$ cat config.mk
export PLATFORM = sky130hd
export DESIGN_NAME = ppo_port
export DESIGN_NICKNAME = d
export VERILOG_FILES = /design/src/hw/ppo_pkg.sv /design/src/hw/ppo_port.sv /design/src/hw/ppo_pin_cell.sv
export VERILOG_INCLUDE_DIRS = /design/src /design/src/hw
export SDC_FILE = /design/constraint.sdc
export NUM_CORES = 1
export LEC_CHECK = 0
export ABC_AREA = 1
export ABC_CLOCK_PERIOD_IN_PS = 1900
export BUFFER_PORTS_ARGS = -buffer_cell sky130_fd_sc_hd__clkbuf_2
export CAP_MARGIN = 0
export CORE_MARGIN = 2
export CORE_UTILIZATION = 56
export CTS_BUF_LIST = sky130_fd_sc_hd__clkbuf_4 sky130_fd_sc_hd__clkbuf_8
export DETAILED_ROUTE_END_ITERATION = 16
export GPL_TIMING_DRIVEN = 0
export PLACE_DENSITY = 0.91
export REMOVE_ABC_BUFFERS = 1
export SLEW_MARGIN = 20
export SYNTH_ARGS = -nofsm -noshare
export SYNTH_HDL_FRONTEND = slang
export SYNTH_SLANG_ARGS = --single-unit
$ cat constraint.sdc
create_clock -name clk_i -period 1.9 [get_ports clk_i]
set_input_delay 0.19 -clock clk_i [delete_from_list [all_inputs] [get_ports clk_i]]
set_output_delay 0.19 -clock clk_i [all_outputs]
set_load 0.01 [all_outputs]
$ cat src/hw/ppo_regs.svh
`ifndef PPO_REGS_SVH
`define PPO_REGS_SVH

// register byte offsets on the wishbone port, one aligned word each
`define PPO_OFS_DIR    8'h00
`define PPO_OFS_OUT    8'h04
`define PPO_OFS_PIN    8'h08
`define PPO_OFS_CTRL   8'h0c
`define PPO_OFS_STAT   8'h10
`define PPO_OFS_MASK   8'h14
`define PPO_OFS_SENSE  8'h18

// field positions and widths
`define PPO_CTRL_PUOFF 0
`define PPO_SENSE_W    2

// reset values
`define PPO_RST_PINS   8'h00
`define PPO_RST_SENSE  16'h0000
`define PPO_RST_WORD   32'h0000_0000

`endif

$ cat src/hw/ppo_pkg.sv
package ppo_pkg;

  // edge or level that raises a pin's interrupt flag
  typedef enum logic [1:0] {
    PPO_SENSE_LOW  = 2'h0,
    PPO_SENSE_ANY  = 2'h1,
    PPO_SENSE_FALL = 2'h2,
    PPO_SENSE_RISE = 2'h3
  } ppo_sense_e;

endpackage : ppo_pkg

$ cat src/hw/ppo_port.sv
// Summary of operation
// - deep sleep clamps each digital input low
// - clamp skipped where pin interrupt enabled
// - clamp release on high pin sets flag under rising or any-change sense
// - pull-ups off while reset is held
// - plain pull-up only for input, level one, enabled
// - pull-up override value alone decides pull-up
// - driver from direction bit or override
// - driver override value forces driver on/off
// - driven level from override or level bit
// - level override value sets the pad level
// - toggle override inverts the level bit
// - input enable from override or sleep state
// - input enable override works regardless of sleep
// - peripherals get unsynchronised input tap, sync themselves
// - sleep, pull-up off shared; overrides per pin
// - direction one is output, zero input
// - global pull-up off kills every pull-up not under peripheral override
`timescale 1ns/1ps
`default_nettype none
`include "ppo_regs.svh"

module ppo_port #(
  parameter int N = 8
) (
  // clock and reset
  input  wire logic          clk_i,
  input  wire logic          rst_i,
  // wishbone slave
  input  wire logic          wb_cyc_i,
  input  wire logic          wb_stb_i,
  input  wire logic          wb_we_i,
  input  wire logic [7:0]    wb_adr_i,
  input  wire logic [3:0]    wb_sel_i,
  input  wire logic [31:0]   wb_dat_i,
  output logic      [31:0]   wb_dat_o,
  output logic               wb_ack_o,
  // sleep controller, same clock
  input  wire logic          sleep_i,
  // peripheral overrides, one bit per pin
  input  wire logic [N-1:0]  pullup_ovr_en_i,
  input  wire logic [N-1:0]  pullup_ovr_val_i,
  input  wire logic [N-1:0]  drive_ovr_en_i,
  input  wire logic [N-1:0]  drive_ovr_val_i,
  input  wire logic [N-1:0]  level_ovr_en_i,
  input  wire logic [N-1:0]  level_ovr_val_i,
  input  wire logic [N-1:0]  invert_ovr_en_i,
  input  wire logic [N-1:0]  input_en_ovr_en_i,
  input  wire logic [N-1:0]  input_en_ovr_val_i,
  output logic      [N-1:0]  raw_pad_input_tap_o,
  // pad side
  input  wire logic [N-1:0]  pad_i,
  output logic      [N-1:0]  pad_o,
  output logic      [N-1:0]  pad_oe_o,
  output logic      [N-1:0]  pullup_o,
  // interrupt
  output logic               irq_o
);

  logic [N-1:0]     direction_bit_q;
  logic [N-1:0]     output_level_bit_q;
  logic             global_pullup_off_q;
  logic [N-1:0]     stat_q;
  logic [N-1:0]     mask_q;
  logic [2*N-1:0]   sense_q;
  logic [N-1:0]     input_en_q;
  logic [N-1:0]     sync1_q;
  logic [N-1:0]     pad_sample_bit_q;
  logic [N-1:0]     prev_q;
  logic [N-1:0]     edge_set;
  logic [N-1:0]     pullup_d;
  logic [N-1:0]     drive_en_d;
  logic [N-1:0]     level_d;
  logic [N-1:0]     input_en_d;
  logic [31:0]      wmask;
  logic [31:0]      wbits;
  logic             req;
  logic             wr;
  logic [N-1:0]     toggle;
  logic [N-1:0]     out_d;

  // bus request decode; one wait state, ack is registered
  assign req   = wb_cyc_i && wb_stb_i && !wb_ack_o;
  assign wr    = req && wb_we_i;
  assign wmask = {{8{wb_sel_i[3]}}, {8{wb_sel_i[2]}}, {8{wb_sel_i[1]}}, {8{wb_sel_i[0]}}};
  assign wbits = wb_dat_i & wmask;

  // wishbone answer: unmapped offsets ack and read zero
  always_ff @(posedge clk_i)
  begin
    if (rst_i)
    begin
      wb_ack_o <= 1'b0;
      wb_dat_o <= `PPO_RST_WORD;
    end
    else
    begin
      wb_ack_o <= req;
      wb_dat_o <= `PPO_RST_WORD;
      if (req && !wb_we_i)
      begin
        unique case (wb_adr_i)
          `PPO_OFS_DIR:   wb_dat_o[N-1:0]   <= direction_bit_q;
          `PPO_OFS_OUT:   wb_dat_o[N-1:0]   <= output_level_bit_q;
          `PPO_OFS_PIN:   wb_dat_o[N-1:0]   <= pad_sample_bit_q;
          `PPO_OFS_CTRL:  wb_dat_o[`PPO_CTRL_PUOFF] <= global_pullup_off_q;
          `PPO_OFS_STAT:  wb_dat_o[N-1:0]   <= stat_q;
          `PPO_OFS_MASK:  wb_dat_o[N-1:0]   <= mask_q;
          `PPO_OFS_SENSE: wb_dat_o[2*N-1:0] <= sense_q;
          default:        wb_dat_o          <= `PPO_RST_WORD;
        endcase
      end
    end
  end

  // direction register; a one makes the pin an output
  always_ff @(posedge clk_i)
  begin
    if (rst_i)
      direction_bit_q <= `PPO_RST_PINS;
    else if (wr && wb_adr_i == `PPO_OFS_DIR)
      direction_bit_q <= (direction_bit_q & ~wmask[N-1:0]) | wbits[N-1:0];
  end

  // level bit: bus write first, then toggles from a pin-sample write or a peripheral
  assign toggle = invert_ovr_en_i | ((wr && wb_adr_i == `PPO_OFS_PIN) ? wbits[N-1:0] : '0);
  always_comb
  begin
    out_d = output_level_bit_q;
    if (wr && wb_adr_i == `PPO_OFS_OUT)
      out_d = (output_level_bit_q & ~wmask[N-1:0]) | wbits[N-1:0];
  end

  always_ff @(posedge clk_i)
  begin
    if (rst_i)
      output_level_bit_q <= `PPO_RST_PINS;
    else
      output_level_bit_q <= out_d ^ toggle;
  end

  // shared control, interrupt enable and sense registers
  always_ff @(posedge clk_i)
  begin
    if (rst_i)
    begin
      global_pullup_off_q <= 1'b0;
      mask_q              <= `PPO_RST_PINS;
      sense_q             <= `PPO_RST_SENSE;
    end
    else if (wr)
    begin
      if (wb_adr_i == `PPO_OFS_CTRL && wb_sel_i[0])
        global_pullup_off_q <= wb_dat_i[`PPO_CTRL_PUOFF];
      if (wb_adr_i == `PPO_OFS_MASK)
        mask_q <= (mask_q & ~wmask[N-1:0]) | wbits[N-1:0];
      if (wb_adr_i == `PPO_OFS_SENSE)
        sense_q <= (sense_q & ~wmask[2*N-1:0]) | wbits[2*N-1:0];
    end
  end

  // clamp sits before the synchroniser, as the input buffer gate does
  always_ff @(posedge clk_i)
  begin
    if (rst_i)
    begin
      sync1_q          <= `PPO_RST_PINS;
      pad_sample_bit_q <= `PPO_RST_PINS;
      prev_q           <= `PPO_RST_PINS;
    end
    else
    begin
      sync1_q          <= pad_i & input_en_q;
      pad_sample_bit_q <= sync1_q;
      prev_q           <= pad_sample_bit_q;
    end
  end

  // unsynchronised tap; taking it through a flop here would add a half-built sync
  assign raw_pad_input_tap_o = pad_i & input_en_q;

  // flags see the clamped level, so clamp release on a high pin reads as an edge
  genvar g;
  generate
    for (g = 0; g < N; g++)
    begin : g_pin
      ppo_pkg::ppo_sense_e sense;
      logic                hit;
      assign sense = ppo_pkg::ppo_sense_e'(sense_q[`PPO_SENSE_W*g +: `PPO_SENSE_W]);

      // per-pin detector kept local so the shared vector has one driver per bit
      always_comb
      begin
        unique case (sense)
          ppo_pkg::PPO_SENSE_LOW:  hit = !pad_sample_bit_q[g];
          ppo_pkg::PPO_SENSE_ANY:  hit = pad_sample_bit_q[g] ^ prev_q[g];
          ppo_pkg::PPO_SENSE_FALL: hit = prev_q[g] && !pad_sample_bit_q[g];
          ppo_pkg::PPO_SENSE_RISE: hit = !prev_q[g] && pad_sample_bit_q[g];
        endcase
      end
      assign edge_set[g] = hit;

      ppo_pin_cell u_cell (
        .direction_bit_i     (direction_bit_q[g]),
        .output_level_bit_i  (output_level_bit_q[g]),
        .global_pullup_off_i (global_pullup_off_q),
        .sleep_clamp_i       (sleep_i && !mask_q[g]),
        .pullup_ovr_en_i     (pullup_ovr_en_i[g]),
        .pullup_ovr_val_i    (pullup_ovr_val_i[g]),
        .drive_ovr_en_i      (drive_ovr_en_i[g]),
        .drive_ovr_val_i     (drive_ovr_val_i[g]),
        .level_ovr_en_i      (level_ovr_en_i[g]),
        .level_ovr_val_i     (level_ovr_val_i[g]),
        .input_en_ovr_en_i   (input_en_ovr_en_i[g]),
        .input_en_ovr_val_i  (input_en_ovr_val_i[g]),
        .pullup_d_o          (pullup_d[g]),
        .drive_en_d_o        (drive_en_d[g]),
        .level_d_o           (level_d[g]),
        .input_en_d_o        (input_en_d[g])
      );

      property p_sleep_clamp;
        @(posedge clk_i) disable iff (rst_i)
        (sleep_i && !mask_q[g] && !input_en_ovr_en_i[g]) |=> !input_en_q[g] ##2 !pad_sample_bit_q[g];
      endproperty
      a_sleep_clamp: assert property (p_sleep_clamp)
        else $error("input not clamped in sleep");

      property p_int_pin_open;
        @(posedge clk_i) disable iff (rst_i)
        (mask_q[g] && !input_en_ovr_en_i[g]) |=> input_en_q[g];
      endproperty
      a_int_pin_open: assert property (p_int_pin_open)
        else $error("interrupt pin clamped");

      property p_plain_pullup;
        @(posedge clk_i) disable iff (rst_i)
        !pullup_ovr_en_i[g] |=> pullup_o[g] ==
          (!$past(direction_bit_q[g]) && $past(output_level_bit_q[g]) && !$past(global_pullup_off_q));
      endproperty
      a_plain_pullup: assert property (p_plain_pullup)
        else $error("plain pull-up wrong");

      property p_pullup_ovr;
        @(posedge clk_i) disable iff (rst_i)
        pullup_ovr_en_i[g] |=> pullup_o[g] == $past(pullup_ovr_val_i[g]);
      endproperty
      a_pullup_ovr: assert property (p_pullup_ovr)
        else $error("pull-up override ignored");

      property p_drive;
        @(posedge clk_i) disable iff (rst_i)
        1'b1 |=> pad_oe_o[g] == ($past(drive_ovr_en_i[g]) ? $past(drive_ovr_val_i[g])
                                                          : $past(direction_bit_q[g]));
      endproperty
      a_drive: assert property (p_drive)
        else $error("driver enable wrong");

      property p_level_ovr;
        @(posedge clk_i) disable iff (rst_i)
        level_ovr_en_i[g] |=> pad_o[g] == $past(level_ovr_val_i[g]);
      endproperty
      a_level_ovr: assert property (p_level_ovr)
        else $error("level override ignored");

      property p_toggle;
        @(posedge clk_i) disable iff (rst_i)
        (invert_ovr_en_i[g] && !wr) |=> output_level_bit_q[g] != $past(output_level_bit_q[g]);
      endproperty
      a_toggle: assert property (p_toggle)
        else $error("toggle did not invert");

      property p_ie_ovr;
        @(posedge clk_i) disable iff (rst_i)
        input_en_ovr_en_i[g] |=> input_en_q[g] == $past(input_en_ovr_val_i[g]);
      endproperty
      a_ie_ovr: assert property (p_ie_ovr)
        else $error("input enable override ignored");

      property p_rise_flag;
        @(posedge clk_i) disable iff (rst_i)
        (sense == ppo_pkg::PPO_SENSE_RISE && !prev_q[g] && pad_sample_bit_q[g]) |=> stat_q[g];
      endproperty
      a_rise_flag: assert property (p_rise_flag)
        else $error("rising edge flag lost");
    end
  endgenerate

  // pad controls all leave through flops; pull-ups cleared by reset
  always_ff @(posedge clk_i)
  begin
    if (rst_i)
    begin
      pullup_o   <= `PPO_RST_PINS;
      pad_oe_o   <= `PPO_RST_PINS;
      pad_o      <= `PPO_RST_PINS;
      input_en_q <= `PPO_RST_PINS;
    end
    else
    begin
      pullup_o   <= pullup_d;
      pad_oe_o   <= drive_en_d;
      pad_o      <= level_d;
      input_en_q <= input_en_d;
    end
  end

  // sticky flags, write one to clear; a new event wins over the clear
  always_ff @(posedge clk_i)
  begin
    if (rst_i)
      stat_q <= `PPO_RST_PINS;
    else if (wr && wb_adr_i == `PPO_OFS_STAT)
      stat_q <= (stat_q & ~wbits[N-1:0]) | edge_set;
    else
      stat_q <= stat_q | edge_set;
  end

  // one level interrupt for all enabled flags
  always_ff @(posedge clk_i)
  begin
    if (rst_i)
      irq_o <= 1'b0;
    else
      irq_o <= |(stat_q & mask_q);
  end

  property p_reset_pullup;
    @(posedge clk_i)
    rst_i |=> pullup_o == `PPO_RST_PINS;
  endproperty
  a_reset_pullup: assert property (p_reset_pullup)
    else $error("pull-up on during reset");

  property p_plain_port;
    @(posedge clk_i) disable iff (rst_i)
    (pullup_ovr_en_i == '0 && drive_ovr_en_i == '0 && level_ovr_en_i == '0)
      |=> (pad_oe_o == $past(direction_bit_q)) && (pad_o == $past(output_level_bit_q));
  endproperty
  a_plain_port: assert property (p_plain_port)
    else $error("plain port path wrong");

  property p_ack_pulse;
    @(posedge clk_i) disable iff (rst_i)
    (wb_cyc_i && wb_stb_i && !wb_ack_o) |=> wb_ack_o ##1 !wb_ack_o;
  endproperty
  a_ack_pulse: assert property (p_ack_pulse)
    else $error("ack not a one-cycle answer");

endmodule : ppo_port

`default_nettype wire

$ cat src/hw/ppo_pin_cell.sv
`timescale 1ns/1ps
`default_nettype none

module ppo_pin_cell (
  // plain port register bits
  input  wire logic direction_bit_i,
  input  wire logic output_level_bit_i,
  // shared controls
  input  wire logic global_pullup_off_i,
  input  wire logic sleep_clamp_i,
  // peripheral overrides for this pin
  input  wire logic pullup_ovr_en_i,
  input  wire logic pullup_ovr_val_i,
  input  wire logic drive_ovr_en_i,
  input  wire logic drive_ovr_val_i,
  input  wire logic level_ovr_en_i,
  input  wire logic level_ovr_val_i,
  input  wire logic input_en_ovr_en_i,
  input  wire logic input_en_ovr_val_i,
  // next values of the pad controls
  output logic      pullup_d_o,
  output logic      drive_en_d_o,
  output logic      level_d_o,
  output logic      input_en_d_o
);

  // pull-up: plain only for input with level bit set and no global off
  always_comb
  begin
    if (pullup_ovr_en_i)
      pullup_d_o = pullup_ovr_val_i;
    else
      pullup_d_o = ({direction_bit_i, output_level_bit_i, global_pullup_off_i} == 3'h2);
  end

  // output driver enable and driven level
  always_comb
  begin
    drive_en_d_o = drive_ovr_en_i ? drive_ovr_val_i : direction_bit_i;
    level_d_o    = level_ovr_en_i ? level_ovr_val_i : output_level_bit_i;
  end

  // digital input enable: override beats the sleep clamp
  always_comb
  begin
    if (input_en_ovr_en_i)
      input_en_d_o = input_en_ovr_val_i;
    else
      input_en_d_o = !sleep_clamp_i;
  end

endmodule : ppo_pin_cell

`default_nettype wire

# == After elaboration in Yosys (flattened, before gate mapping) ==
# Cells that the tools add are included.
# totals
reg_bits,139
inputBits,130
out_inout_bits,66
wordCells,212
# op_classes
eq_ne,38
mux,45
n_bitwise,29
reduce_logical,82
# ops
op,count
8-bit bitwise AND,6
8-bit bitwise OR,6
7-bit one-hot mux with 6 select lines,1
1-bit zero test,34
1-bit logical AND,33
16-bit bitwise AND,2
"2-bit equality test, second input constant",16
1-bit 2-to-1 mux,32
1-bit one-hot mux with 4 select lines,8
"3-bit by 2-bit equality test with 1-bit output, second input constant",8
"8-bit by 5-bit equality test with 1-bit output, second input constant",3
8-bit 2-to-1 mux,3
"2-bit by 1-bit equality test with 1-bit output, second input constant",8
"8-bit by 4-bit equality test with 1-bit output, second input constant",2
2-bit zero test,8
16-bit inverter,1
8-bit inverter,2
16-bit bitwise OR,1
"8-bit by 3-bit equality test with 1-bit output, second input constant",1
8-bit zero test,1
8-bit OR reduction,1
1-bit bitwise XOR,8
8-bit bitwise XOR,1
1-bit one-hot mux with 7 select lines,1
other kinds (4),7

# == Logic depth before layout (Yosys ltp) ==
# logic_depth
depth_word,7
mapped_depth,10

# == Modules after synthesis ==
# From an unflattened synthesis, not the netlist that was laid out.
# hier_totals
cells_unflattened,884
hier_area_um2,5936.9
# modules_own_cells
mod,instances,cells_each,area_each_um2,seq_area_each_um2
ppo_port,1,780,5516.5,2462.4
ppo_pin_cell,8,13,52.6,0.0

# == Worst setup path after synthesis ==
# Ideal clock, no wire load.
# synth_timing
path_type,register to register
from,register wb_ack_o
to,register output_level_bit_q[6]
t_arrival_ns,1.209
required_time_ns,1.787
setup_slack_ns,0.578
stages_incl_launch_ff,11
path_cell_list,dfxtp_1 inv_1 nand3_1 nor2_2 buf_6 buf_6 nand3_1 nand2_1 nand2_1 nand2_1 nor2_1
# synth_via
elab_chain_len,7
elab_cells_between_ends,9
classes_between,mux: 2; bitwise: 2; reduce/logical: 5
# synth_rtl
element,line_no,text
"start, declared",ppo_port.sv:37,"output logic wb_ack_o,"
"start signal, assigned",ppo_port.sv:98,wb_ack_o <= req;
1-bit zero test (*),ppo_port.sv:83,assign req = wb_cyc_i && wb_stb_i && !wb_ack_o;
1-bit logical AND (*),ppo_port.sv:83,
1-bit logical AND (*),ppo_port.sv:84,assign wr = req && wb_we_i;
1-bit logical AND (no source line),n/a,
8-bit 2-to-1 mux,ppo_port.sv:126,assign toggle = invert_ovr_en_i | ((wr && wb_adr_i == `PPO_OFS_PIN) ? wbits[N-1:0] : '0);
8-bit bitwise OR,ppo_port.sv:126,
8-bit bitwise XOR (*),ppo_port.sv:139,output_level_bit_q <= out_d ^ toggle;
"end signal, assigned",ppo_port.sv:137,output_level_bit_q <= `PPO_RST_PINS;
"end signal, assigned",ppo_port.sv:139,
"end, declared",ppo_port.sv:61,logic [N-1:0] output_level_bit_q;
# Mark *: on every way between the ends. The rest lies on a longest branch, timed or not.
# A chain may end at the register's enable or synchronous reset.

# == Worst setup path in the final report ==
# layout_timing
from,register wb_ack_o
to,register output_level_bit_q[7]
# Same word-level chain as after synthesis.

==> results.txt <==
* Met1 usage in global routing: 0.329
- The clock tree synthesis step divided the H-tree into 4 levels.
- In the final routed layout, each cell accounts on average for approximately 13 um.
- Post-synthesis average cell area: between 7 and 8 um2
* Total number of placement rows: 37
- Achievable frequency: roughly 600 MHz
* Part of the Yosys area used for sequential elements: 0.426
- Number of logic stages on the critical path including buffering: 8
- Power per standard cell area: between 700 and 800 nW/um2
- Least setup slack across all paths after layout: around 210 ps
- The startpoint identified for the worst register-to-register timing path is wb_ack_o$_SDFF_PP0_.
- The first global-routing pass estimated approximately 25000 um of wire.
- Least-Margin Pin Slew: between 800 and 900 ps
- Relative slew slack: 0.466
- In this design, the stage delay of the slowest critical-path cell is around 500 ps.
- In the finished design, the share of the clock period the worst path needs comes to 0.889.
* Detailed-router iteration count before antenna repair: 6
- Flop2flop setup slack: about 210 ps
- TritonCTS built the clock tree.
* Cell with the largest stage delay on the worst path: nor2_2
- The clock passes through at most 2 buffers.
- The worst hold path begins at wb_dat_i[12].
- Fraction of layout cells with a size suffix above 1: 0.222
- Grouping stages by cell kind, the critical path spends the most delay in simple AND/OR/NAND/NOR gates.
- The worst setup path is of the reg2reg kind.
- The flow ran to the end, and the final reports show no timing, DRC or antenna violations.
- Via count normalized by instance count: ~5
- For this design the static power due to leakage is approximately 3.6 nW.
- End of the worst register-to-register path: output_level_bit_q[7]$_SDFF_PP0_
- Setup repair after global routing left no endpoint under its margin.
- Most congested layer reported by global routing: met2
- For this run, global-route usage on met3 was measured as 0.0656.
- Buffers placed on the I/O ports in this run total about 160.
* # clock sinks: around 120
- Measured in cells, the most critical reg-to-reg path has a length of 8.
- Worst skew pair latency: roughly 440 ps
- Setup clock skew after layout: around 14 ps
- 0 antenna diodes ended up in the layout.
- Antenna viol nets, final: 0
- Largest net degree at the start of global routing: 67
- Most used cell, CP: nand2_1
- In this run the clock root is driven by a clkbuf_8.
- The first routing iteration left about 480 violations.
- Estimated wirelength of the detail-placed design: 10300 um
- Gate Count Post-Synth: between 800 and 900
- The worst hold path belongs to the class in2reg.
- After detailed routing, the total wire length is roughly 16000 um.
- STA classifies the critical path startpoint as a flip-flop.
- Yosys mapped the design onto 27 distinct sky130hd cell types.
* Via count: 5915
- The die is ~110 um wide.
- Max VDD drop: between 500 and 600 uV
- Summed over all layers, the global routing overflow is 0.
* Global placement routability congestion: 0.892
- The area growth from synthesis to layout is 30.8%.
- Max-slew violation count: 0
- In this run the count of I/O pins placed on the die edge is between 150 and 200.
- Number of buffers created by CTS: 17
- Final net count: around 1200
- Once layout is complete, the cells apart from fillers number between 1000 and 1500.
- Type of element capturing the critical path: flip-flop
* Met2 layer usage reported by global route: 0.493
- Summed instance area of the synthesized netlist: a little under 6000 um2
- For the finished layout, the period the worst path requires is 1690 ps.
- Hold Path Depth: 3
* Critical Path, Cell by Cell: inv_1 -> nand3_1 -> nor2_2 -> nand3_1 -> nand2_1 -> nand2_1 -> nand2_1 -> nor2_1
- Register bit total from synthesis: 123
- For this run, design rule violations remaining after detail routing come to 0.
- CTS clock-pin slew for the worst setup and hold paths: about 80 ps
- Hold Vio Cnt, Final: 0
- The completed layout was analyzed and its total power is 5.79 mW.
- Number of cells after detailed placement: 1084
- The number of global-route vias before repair is 5625.
- Die Ht: approximately 110 um
- During synthesis, Yosys emitted a total of 0 warnings.
* Worst setup slack after placement: -240 ps
- Required @ worst endpoint: about 2200 ps
* Effective utilization at floorplan: 0.568
- Arrival time at the worst endpoint: 2020 ps
* Number of filler instances in the final layout: just under 800
* All-layer global routing usage: 0.279
- The die covers around 11000 um2.
* Area inside the core boundary: just over 10000 um2
- The initial antenna violation count came to 0.
- In this run the worst path has a maximum fanout of 10.
* Max-capacitance violation count: 0
- Setup violations remaining at the end of the flow were counted as 0.
- Together, buffers and inverters on the worst path number 1.
==> per-stage QoR <==
step                      hold WS (ps)  utilization  TNS, ps  cell area [um2]
after floorplan                    252            -        0             5570
after global placement             386        0.643   -39160             6550
after detailed placement           391        0.643    -4150             6550
after CTS                        0.279        0.738        0             7520
after global routing              11.6        0.743        0             7560
final                             13.0        0.743        0             7560
==> cells in the mapped netlist (all sizes together) <==
library cell / number / area, um2
nor2: 140 / 627
nand4: 1 / 6.26
nand3: 58 / 315
clkinv: 1 / 8.76
dfxtp: 123 / 2460
ha: 16 / 200
buf: 28 / 226
clkbuf: 11 / 41.3
a21oi: 86 / 445
a221oi: 2 / 17.5
inv: 117 / 439
o21ai: 66 / 338
nand2: 161 / 652
conb: 1 / 3.75
==> cell type report <==
type	instances	area [um2]	share of cell area
multi-input combinational	547	2670	0.353
sequential	123	2460	0.326
timing repair buffer	218	1390	0.183
inverter	118	450	0.0595
clock buffer	19	249	0.0329
clock inverter	12	174	0.0230
tap	136	170	0.0225
==> cells by family (layout without fill, tap and decap cells) <==
group,after synthesis,count (layout),synth area share
AND/OR/NAND/NOR,360,361,0.277
other,1,16,0.000648
buffers and inverters,157,367,0.124
AO/OA/AOI/OAI,154,154,0.138
flip-flops,123,123,0.426
adder cells (fa/ha/maj),16,16,0.0346
==> timing repair <==
item | in CTS | in global routing
gates resized for setup | 1 | 2
setup endpoints to repair | 33 | 22
hold endpoints to repair | 38 | 1
pin swaps | 0 | 1
setup buffers | 0 | 2
hold buffers | 54 | 1
cloned | 0 | 1
==> routing by layer <==
metal,up-vias,share of wire
met3,43,0.085
met5,-,0
met2,281,0.49
met4,0,0.024
met1,2649,0.40
li1,2942,-
==> worst register-to-register path, cell delays in order (launching register included) <==
cell and delay [ps]:
dfxtp_1 310, inv_1 70, nand3_1 200, nor2_2 510, nand3_1 170, nand2_1 150, nand2_1 60, nand2_1 60
nor2_1 50
==> power by group <==
part,internal [mW],total [mW],switching [mW]
Combinational,0.276,0.610,0.333
Clock,1.44,2.49,1.05
Sequential,2.65,2.69,0.0361
==> cell usage in the layout (no fill, tap or decap), types with 4 or more instances in the layout <==
cell type / netlist / final
clkbuf_2: 0 / 160
nand2_1: 150 / 150
nor2_1: 128 / 128
dfxtp_1: 123 / 123
inv_1: 115 / 114
a21oi_1: 82 / 82
o21ai_0: 60 / 60
nand3_1: 56 / 56
dlygate4sd3_1: 0 / 55
clkbuf_8: 0 / 17
ha_1: 16 / 16
conb_1: 1 / 16
nand2_2: 7 / 7
nor2_4: 6 / 7
nand2_4: 4 / 4
o21ai_1: 4 / 4
a21oi_2: 4 / 4
bufinv_16: 0 / 4
clkinvlp_4: 0 / 4
==> worst max-delay path by stage <==
stage	start	to	slack, ps
detailed placement	wb_ack_o$_SDFF_PP0_	flip-flop	-240
floorplan	wb_ack_o$_SDFF_PP0_	flip-flop	100
finish	wb_ack_o$_SDFF_PP0_	output_level_bit_q[7]$_SDFF_PP0_	210
global route	rst_i	pad_o[6]$_SDFF_PP0_	60
CTS	wb_ack_o$_SDFF_PP0_	flip-flop	40
global placement	rst_i	flip-flop	-890
(Power assumes the default switching activity.)
